## src/hw/oegd_params.svh

```systemverilog
// constants for the opcode escape group decoder
`ifndef OEGD_PARAMS_SVH
`define OEGD_PARAMS_SVH
`define OEGD_CODE_74 8'h74
`define OEGD_CODE_75 8'h75
`define OEGD_CODE_76 8'h76
`define OEGD_CODE_77 8'h77
`define OEGD_CODE_7A 8'h7A
`define OEGD_CODE_7B 8'h7B
`define OEGD_CODE_7C 8'h7C
`define OEGD_CODE_7D 8'h7D
`define OEGD_CODE_7E 8'h7E
`define OEGD_ESC_COUNT 9
`endif

```

## src/hw/oegd_pkg.sv

```systemverilog
// types for the opcode escape group decoder
package oegd_pkg;
   typedef enum logic [2:0] {
      OEGD_GRP_NONE,
      OEGD_GRP_TRANSFER,
      OEGD_GRP_ARITH,
      OEGD_GRP_EXCHANGE_LOAD,
      OEGD_GRP_EXCHANGE_STORE,
      OEGD_GRP_EXT_C,
      OEGD_GRP_EXT_D,
      OEGD_GRP_BIT
   } oegd_group_t;
endpackage

```

## src/hw/oegd_escape_match.sv

```systemverilog
// combinational match of a first byte against the escape codes
`timescale 1ns/1ps
module oegd_escape_match
   import oegd_pkg::*;
(
   // byte under test
   input  wire logic [7:0] first_byte,
   // match results
   output oegd_group_t     group,
   output logic            is_escape
);
`include "oegd_params.svh"

   // escape byte to group
   always_comb begin
      unique case (first_byte)
         `OEGD_CODE_74, `OEGD_CODE_75: group = OEGD_GRP_TRANSFER;
         `OEGD_CODE_76, `OEGD_CODE_77: group = OEGD_GRP_ARITH;
         `OEGD_CODE_7A: group = OEGD_GRP_EXCHANGE_LOAD;
         `OEGD_CODE_7B: group = OEGD_GRP_EXCHANGE_STORE;
         `OEGD_CODE_7C: group = OEGD_GRP_EXT_C;
         `OEGD_CODE_7D: group = OEGD_GRP_EXT_D;
         `OEGD_CODE_7E: group = OEGD_GRP_BIT;
         default:       group = OEGD_GRP_NONE;
      endcase
   end

   assign is_escape = (group != OEGD_GRP_NONE);
endmodule

```

## src/hw/oegd_decoder.sv

```systemverilog
// first-stage escape group decoder for the 16-bit cpu
// What this block does
// - after an escape first byte the next byte is taken as the selector within that group.
// - first bytes 74h and 75h both open the transfer, shift and extended-space group.
// - first bytes 76h and 77h both open the arithmetic and logic group.
// - first byte 7Ch opens the first extended group.
// - first byte 7Dh opens the second extended group.
// - first byte 7Eh opens the bit manipulation group.
`timescale 1ns/1ps
module oegd_decoder
   import oegd_pkg::*;
(
   // clock and reset
   input  wire logic       ref_clk,
   input  wire logic       sys_rst,
   // opcode bytes from fetch
   input  wire logic [7:0] op_byte,
   input  wire logic       op_valid,
   // escape indicator to fetch
   output logic            escape_pending,
   // dispatch to execution control
   output logic            dispatch_valid,
   output logic            dispatch_escaped,
   output oegd_group_t     dispatch_group,
   output logic [7:0]      dispatch_first,
   output logic [7:0]      dispatch_select
);
`include "oegd_params.svh"

   typedef enum logic {
      OEGD_ST_FIRST,
      OEGD_ST_SECOND
   } oegd_state_t;

   oegd_state_t  state;
   oegd_state_t  next_state;
   oegd_group_t  held_group;
   oegd_group_t  next_held_group;
   logic [7:0]   held_first;
   logic [7:0]   next_held_first;
   logic         next_dispatch_valid;
   logic         next_dispatch_escaped;
   oegd_group_t  next_dispatch_group;
   logic [7:0]   next_dispatch_first;
   logic [7:0]   next_dispatch_select;
   oegd_group_t  match_group;
   logic         match_escape;

   ////////////////////////////////////////////////////////////////////////
   oegd_escape_match u_match (
      .first_byte (op_byte),
      .group      (match_group),
      .is_escape  (match_escape)
   );

   // indicator is combinational so fetch sees it in the escape cycle
   assign escape_pending = (state == OEGD_ST_SECOND) ||
                           (state == OEGD_ST_FIRST && op_valid &&
                            match_escape);

   ////////////////////////////////////////////////////////////////////////
   // next-state and dispatch computation
   always_comb begin
      next_state            = state;
      next_held_group       = held_group;
      next_held_first       = held_first;
      next_dispatch_valid   = 1'b0;
      next_dispatch_escaped = dispatch_escaped;
      next_dispatch_group   = dispatch_group;
      next_dispatch_first   = dispatch_first;
      next_dispatch_select  = dispatch_select;
      unique case (state)
         OEGD_ST_FIRST: begin
            if (op_valid && match_escape) begin
               // escape byte alone never dispatches
               next_state      = OEGD_ST_SECOND;
               next_held_group = match_group;
               next_held_first = op_byte;
            end else if (op_valid) begin
               next_dispatch_valid   = 1'b1;
               next_dispatch_escaped = 1'b0;
               next_dispatch_group   = OEGD_GRP_NONE;
               next_dispatch_first   = op_byte;
               next_dispatch_select  = 8'h00;
            end
         end
         OEGD_ST_SECOND: begin
            // any byte value is a legal selector, no re-escape check
            if (op_valid) begin
               next_state            = OEGD_ST_FIRST;
               next_dispatch_valid   = 1'b1;
               next_dispatch_escaped = 1'b1;
               next_dispatch_group   = held_group;
               next_dispatch_first   = held_first;
               next_dispatch_select  = op_byte;
            end
         end
      endcase
   end

   // registers only
   always_ff @(posedge ref_clk) begin
      if (sys_rst) begin
         state            <= OEGD_ST_FIRST;
         held_group       <= OEGD_GRP_NONE;
         held_first       <= 8'h00;
         dispatch_valid   <= 1'b0;
         dispatch_escaped <= 1'b0;
         dispatch_group   <= OEGD_GRP_NONE;
         dispatch_first   <= 8'h00;
         dispatch_select  <= 8'h00;
      end else begin
         state            <= next_state;
         held_group       <= next_held_group;
         held_first       <= next_held_first;
         dispatch_valid   <= next_dispatch_valid;
         dispatch_escaped <= next_dispatch_escaped;
         dispatch_group   <= next_dispatch_group;
         dispatch_first   <= next_dispatch_first;
         dispatch_select  <= next_dispatch_select;
      end
   end

   ////////////////////////////////////////////////////////////////////////
   // checks
   chk_escape_no_dispatch: assert property (
      @(posedge ref_clk) disable iff (sys_rst)
      (state == OEGD_ST_FIRST && op_valid && match_escape)
         |=> !dispatch_valid)
      else $error("escape byte dispatched alone");

   chk_select_is_second: assert property (
      @(posedge ref_clk) disable iff (sys_rst)
      (state == OEGD_ST_SECOND && op_valid)
         |=> dispatch_valid && dispatch_escaped &&
             dispatch_select == $past(op_byte))
      else $error("second byte not used as selector");

   chk_grp_transfer: assert property (
      @(posedge ref_clk) disable iff (sys_rst)
      (state == OEGD_ST_FIRST && op_valid &&
       (op_byte == `OEGD_CODE_74 || op_byte == `OEGD_CODE_75)) ##1 op_valid
         |=> dispatch_group == OEGD_GRP_TRANSFER)
      else $error("74h/75h not transfer group");

   chk_grp_arith: assert property (
      @(posedge ref_clk) disable iff (sys_rst)
      (state == OEGD_ST_FIRST && op_valid &&
       (op_byte == `OEGD_CODE_76 || op_byte == `OEGD_CODE_77)) ##1 op_valid
         |=> dispatch_group == OEGD_GRP_ARITH)
      else $error("76h/77h not arithmetic group");

   chk_grp_xload: assert property (
      @(posedge ref_clk) disable iff (sys_rst)
      (state == OEGD_ST_FIRST && op_valid && op_byte == `OEGD_CODE_7A)
         ##1 op_valid |=> dispatch_group == OEGD_GRP_EXCHANGE_LOAD)
      else $error("7Ah not exchange-load group");

   chk_grp_xstore: assert property (
      @(posedge ref_clk) disable iff (sys_rst)
      (state == OEGD_ST_FIRST && op_valid && op_byte == `OEGD_CODE_7B)
         ##1 op_valid |=> dispatch_group == OEGD_GRP_EXCHANGE_STORE)
      else $error("7Bh not exchange-store group");

   chk_grp_ext_c: assert property (
      @(posedge ref_clk) disable iff (sys_rst)
      (state == OEGD_ST_FIRST && op_valid && op_byte == `OEGD_CODE_7C)
         ##1 op_valid |=> dispatch_group == OEGD_GRP_EXT_C &&
                          dispatch_first == `OEGD_CODE_7C)
      else $error("7Ch not first extended group");

   chk_grp_ext_d: assert property (
      @(posedge ref_clk) disable iff (sys_rst)
      (state == OEGD_ST_FIRST && op_valid && op_byte == `OEGD_CODE_7D)
         ##1 op_valid |=> dispatch_group == OEGD_GRP_EXT_D)
      else $error("7Dh not second extended group");

   chk_grp_bit: assert property (
      @(posedge ref_clk) disable iff (sys_rst)
      (state == OEGD_ST_FIRST && op_valid && op_byte == `OEGD_CODE_7E)
         ##1 op_valid |=> dispatch_group == OEGD_GRP_BIT)
      else $error("7Eh not bit group");

   chk_escape_flag: assert property (
      @(posedge ref_clk) disable iff (sys_rst)
      (state == OEGD_ST_FIRST && op_valid &&
       (op_byte inside {`OEGD_CODE_74, `OEGD_CODE_75, `OEGD_CODE_76,
                        `OEGD_CODE_77, `OEGD_CODE_7A, `OEGD_CODE_7B,
                        `OEGD_CODE_7C, `OEGD_CODE_7D, `OEGD_CODE_7E}))
         |-> escape_pending ##1 escape_pending)
      else $error("escape indicator missing");

   chk_plain_single: assert property (
      @(posedge ref_clk) disable iff (sys_rst)
      (state == OEGD_ST_FIRST && op_valid && !escape_pending)
         |=> dispatch_valid && !dispatch_escaped &&
             dispatch_first == $past(op_byte))
      else $error("plain byte not dispatched");

   chk_plain_no_group: assert property (
      @(posedge ref_clk) disable iff (sys_rst)
      (state == OEGD_ST_FIRST && op_valid && !match_escape)
         |=> dispatch_group == OEGD_GRP_NONE && dispatch_select == 8'h00)
      else $error("plain byte given a group");

   // a pair cut by idle cycles must keep waiting, never dispatch half
   chk_wait_holds: assert property (
      @(posedge ref_clk) disable iff (sys_rst)
      (state == OEGD_ST_SECOND && !op_valid)
         |=> state == OEGD_ST_SECOND && !dispatch_valid)
      else $error("pair abandoned while waiting");

   chk_first_kept: assert property (
      @(posedge ref_clk) disable iff (sys_rst)
      (state == OEGD_ST_FIRST && op_valid && match_escape) ##1 op_valid
         |=> dispatch_first == $past(op_byte, 2))
      else $error("escape byte not kept as first byte");

   // execution control may read the data lines late, so they must hold
   chk_idle_stable: assert property (
      @(posedge ref_clk) disable iff (sys_rst)
      !op_valid |=> !dispatch_valid && $stable(dispatch_first) &&
                    $stable(dispatch_select) && $stable(dispatch_group))
      else $error("dispatch outputs moved without a byte");

   // reset is synchronous, so its effect is seen one edge later
   chk_reset_clears: assert property (
      @(posedge ref_clk) sys_rst |=> !dispatch_valid &&
                                     state == OEGD_ST_FIRST)
      else $error("reset left a dispatch or a pending pair");
endmodule

```

## config.mk

```make
export PLATFORM = sky130hd
export DESIGN_NAME = oegd_decoder
export DESIGN_NICKNAME = d
export VERILOG_FILES = /design/src/hw/oegd_pkg.sv /design/src/hw/oegd_escape_match.sv /design/src/hw/oegd_decoder.sv
export VERILOG_INCLUDE_DIRS = /design/src /design/src/hw
export SDC_FILE = /design/constraint.sdc
export NUM_CORES = 1
export LEC_CHECK = 0
export BUFFER_PORTS_ARGS = -buffer_cell sky130_fd_sc_hd__buf_2
export CAP_MARGIN = 15
export CORE_UTILIZATION = 51
export CTS_CLUSTER_DIAMETER = 40
export DETAILED_ROUTE_END_ITERATION = 8
export GPL_TIMING_DRIVEN = 0
export PLACE_DENSITY = 0.84
export RECOVER_POWER = 50
export SYNTH_ARGS = -nofsm -noshare
export SYNTH_HDL_FRONTEND = slang
export SYNTH_SLANG_ARGS = --single-unit
```

## constraint.sdc

```tcl
create_clock -name ref_clk -period 2.51 [get_ports ref_clk]
set_input_delay 0.502 -clock ref_clk [delete_from_list [all_inputs] [get_ports ref_clk]]
set_output_delay 0.502 -clock ref_clk [all_outputs]
set_load 0.03 [all_outputs]
```

# == After elaboration in Yosys (flattened, before gate mapping) ==
# Index checks and enable logic that the tools add are counted.
# op_classes
n_eq_ne,12
n_mux,22
n_bitwise,1
n_reduce_logical,9
# ops
op,count
8-bit by 7-bit equality test with 1-bit output (second input constant),9
8-bit two-way mux,5
8-bit case mux with 2 select lines,2
3-bit case mux with 7 select lines,1
3-bit two-way mux,3
1-bit two-way mux,7
2-bit inequality test (second input constant),3
1-bit case mux with 2 select lines,3
3-bit case mux with 2 select lines,1
2-bit OR reduction,2
1-bit logical AND,3
3-bit AND reduction,1
3-bit nonzero test,1
2-bit AND reduction,1
1-bit logical OR,1
1-bit inverter,1
# word_totals
register_bits,33
inputBits,11
word_cells,52

# == Depth between registers and ports, before layout ==
# logic_depth
depth_word,7
ltp_mapped,6

# == Modules after synthesis ==
# Synthesis repeated with hierarchy kept, for this count alone.
# unflattened
hier_cells,124
area_unflattened_um2,1280.0
# by_module_without_submodules
module,n_inst,cells_per_inst,area_per_inst_um2,seq_area_each_um2
oegd_decoder,1,110,1172.4,660.6
oegd_escape_match,1,14,107.6,0.0

# == Least setup slack after synthesis ==
# No wires, ideal clock.
# synth_timing
kind,in2out
startpoint,input op_byte[1]
endpoint,output escape_pending
t_arrival_ns,1.679
required_ns,2.008
path_slack_ns,0.329
path_stages,5
path_cell_list,buf_2 -> and4_4 -> nor4_4 -> buf_6 -> or2_2
# synth_via
elab_chain_len,6
elab_cells_between_ends,15
cone_classes,9 x eq/ne; 1 x mux; 5 x reduce/logical
# synth_rtl
item,line,source
"start, declared",oegd_decoder.sv:17,"input wire logic [7:0] op_byte,"
8-bit by 7-bit equality test with 1-bit output,oegd_escape_match.sv:16,unique case (first_byte)
2-bit OR reduction,oegd_escape_match.sv:16,
3-bit case mux with 7 select lines (*),oegd_escape_match.sv:16,
3-bit nonzero test (*),oegd_escape_match.sv:28,assign is_escape = (group != OEGD_GRP_NONE);
1-bit logical AND (*),oegd_decoder.sv:58,(state == OEGD_ST_FIRST && op_valid &&
1-bit logical OR (*),oegd_decoder.sv:57,assign escape_pending = (state == OEGD_ST_SECOND) ||
"end, declared",oegd_decoder.sv:20,"output logic escape_pending,"
# Every way passes the cells marked *; elsewhere a longest branch is shown, timed or not.

# == Worst setup path after layout ==
# layout_timing
startpoint,input op_byte[7]
endpoint,output escape_pending
# Same word-level chain as after synthesis.

==> key figures <==
Finish
  • Proportion of layout cells with a drive suffix above 1: 0.148
  • Final-layout fill cell count: 229
  • Register Area: 661 µm²
  • Area Growth Syn to Fin: 17.0%
  • Area of the multi-input gates: 559 µm²
  • N_diodes: 0
  • Nets: 172

Job
  • Max Cap Viol: 0

Clock network
  • Clock root cell: clkbuf_4
  • H-tree Lvls: 2
  • TritonCTS buffer count: 5
  • Cts hold-fix bufs: 0
  • Clock transition at path regs: 0.10 ns
  • Clock Tree Buf Depth: 2
  • Clock Sinks: 33
  • CTS tree: yes
  • Skew-Pair Late Insertion Delay: 0.34 ns

Synthesis
  • Syn nets: 136
  • Synthesis Warnings: 0
  • Syn Std Cell Area: 0.00133 mm²
  • Leading area contributor after synthesis: dfxtp_1
  • Post-synth EDFFs: 0
  • Post-synth top area share: 0.499
  • Syn Area/Cell: 10.6 µm²
  • Ys async rst share: 0
  • Main area contributors after synthesis: dfxtp_1, mux2i_1, a22o_1
  • Post-synth cell types: 25
  • Synth Flop Type: dfxtp_1
  • #FFs+latches synth: 33
  • Sequential area share after synthesis: 0.499
  • Mapped Cells: 125

Placed design
  • RD Place Congestion: 0.736
  • Final HPWL DP: 1.88 mm
  • PortBufs: 28

Floorplanning
  • Full die area: 0.00281 mm²
  • Initial Utilization: 0.540
  • Die height: 53.0 µm
  • Row count: 18
  • Ports: 33
  • Core Footprint: 0.00245 mm²
  • Die Width: 53.0 µm

Power and ir drop
  • Pwr Density: 685 mW/mm²
  • Pleak: 0.587 nW
  • VDD IR max: 0.482 mV

Drt
  • Vias/cell: 5.44
  • ANT nets after route: 0
  • DRC: 1
  • Avg WL per Cell: 13.8 µm
  • Routed wire length: 2.66 mm
  • Iter 0 DRT Violations: 25
  • Total vias in the final route: 1045
  • DR pass1 iterations: 6

Timing
  • Final Hold Fails: 0
  • RSZ-0062 raised after global routing: no
  • FMAX: 0.429 GHz
  • Slew Viols, Final: 0
  • Slew HR: 0.541
  • Final Cycle Share: 0.928
  • Clock Skew: 0.00823 ns
  • Setup TNS Final: 0 ns
  • Final setup violation count: 0
  • Worst slew pin tran: 0.689 ns
  • Min Tclk post-route: 2.33 ns
  • Hold_ws: 0.375 ns

Worst setup path
  • WP data required: 2.01 ns
  • Register-to-Register Path Depth: 4
  • Worst Setup Path Type: in2out
  • R2R Setup Slk: 1.04 ns
  • CP arrival: 1.83 ns
  • Crit start category: input port
  • Cells along the critical path: clkbuf_1 > nand4b_1 > nor4_4 > buf_6 > or2_2 > buf_2
  • Crit-path max FO: 10
  • Slowest cell on the critical path: nor4_4
  • Type of destination of the critical path: primary output
  • CP peak stage delay: 0.39 ns

Global routing
  • Global-route wire length before repair: 4.24 mm
  • Total grt overflow: 0
  • Initial antenna violation count: 0
  • Vias in the first global route: 918
  • Total global-route track usage: 0.220
  • Largest net degree at the start of global routing: 11

Hold path
  • Hold WC Path Type: in2reg
  • Hold depth: 2

Status
  • Status: finished with violations
  • Failing checks: design-rule violations
## worst max-delay path, delay by kind of cell
| family | cells | cell delay, ns |
|---|---|---|
| buffers and inverters | 3 | 0.49 |
| AND/OR/NAND/NOR | 3 | 0.84 |
## Yosys cell counts (2+ instances only)
library cell and count:
nand2b_1 2, inv_1 2, buf_6 5, a22o_1 11
nor2_1 23, a211oi_1 9, dfxtp_1 33, a21oi_1 4
clkbuf_1 4, nand4b_1 2, mux2i_1 15, nand2_1 2
## layout by cell type (no fill, tap or decap), types with 4 or more instances in the layout
master,instances
clkbuf_4,5
nor2_1,24
dfxtp_1,33
a22o_1,11
clkbuf_1,27
a21oi_1,4
mux2i_1,15
a211oi_1,9
buf_6,5
buf_2,7
## power by group
group	internal, mW	leakage, nW	total (mW)	switching (mW)
clock	0.238	0.0455	0.416	0.179
combinational	0.0346	0.273	0.103	0.0686
sequential	0.536	0.268	0.542	0.00600
## final cells by class
| class | instances | area share |
|---|---|---|
| Buffer | 11 | 0.0517 |
| Clock buffer | 7 | 0.0355 |
| Clock inverter | 1 | 0.0194 |
| Inverter | 2 | 0.00484 |
| Multi-Input combinational cell | 79 | 0.361 |
| Sequential cell | 33 | 0.426 |
| Tap cell | 30 | 0.0242 |
| Timing Repair Buffer | 29 | 0.0775 |
## metrics by stage
stage,power [mW],cells,cell area [µm²],util,worst slack [ns]
floorplan,0.632,125,1330,-,0.329
global placement,0.659,183,1500,0.612,0.0295
detailed placement,0.663,183,1500,0.612,-0.0147
CTS,1.08,192,1600,0.650,0.186
global route,1.11,192,1550,0.631,0.106
finish,1.06,192,1550,0.631,0.180
## state kept, by name, summed over array words and instances, names as in the netlist
signal,flops
dispatch_escaped,1
dispatch_first,8
dispatch_group,3
dispatch_select,8
dispatch_valid,1
held_first,8
held_group,3
state,1
## path summary, 6_finish.rpt
path	endpoint	startpoint
min reg2reg	dispatch_escaped	dispatch_escaped
min	dispatch_valid	sys_rst
max	escape_pending	op_byte[7]
max reg2reg	dispatch_select[1]	state
## cells by family (layout without fill, tap and decap cells)
family,Yosys count,count (layout),share of synthesized area
AO/OA/AOI/OAI,27,27,0.170
XOR/XNOR,1,1,0.00661
buffers and inverters,13,50,0.0661
flip-flops,33,33,0.499
multiplexers,15,15,0.113
AND/OR/NAND/NOR,36,36,0.145
## repair_timing
action | CTS | global route
resized for setup | 0 | 0
setup buffers | 1 | 0
setup endpoints to repair | 1 | 0
## routing by layer
layer  part of all wire  track usage
met1               0.48        0.284
met2               0.47        0.323
met3              0.044       0.0603
met4              0.014        0.132
met5                  0            0
(Power assumes the default switching activity.)
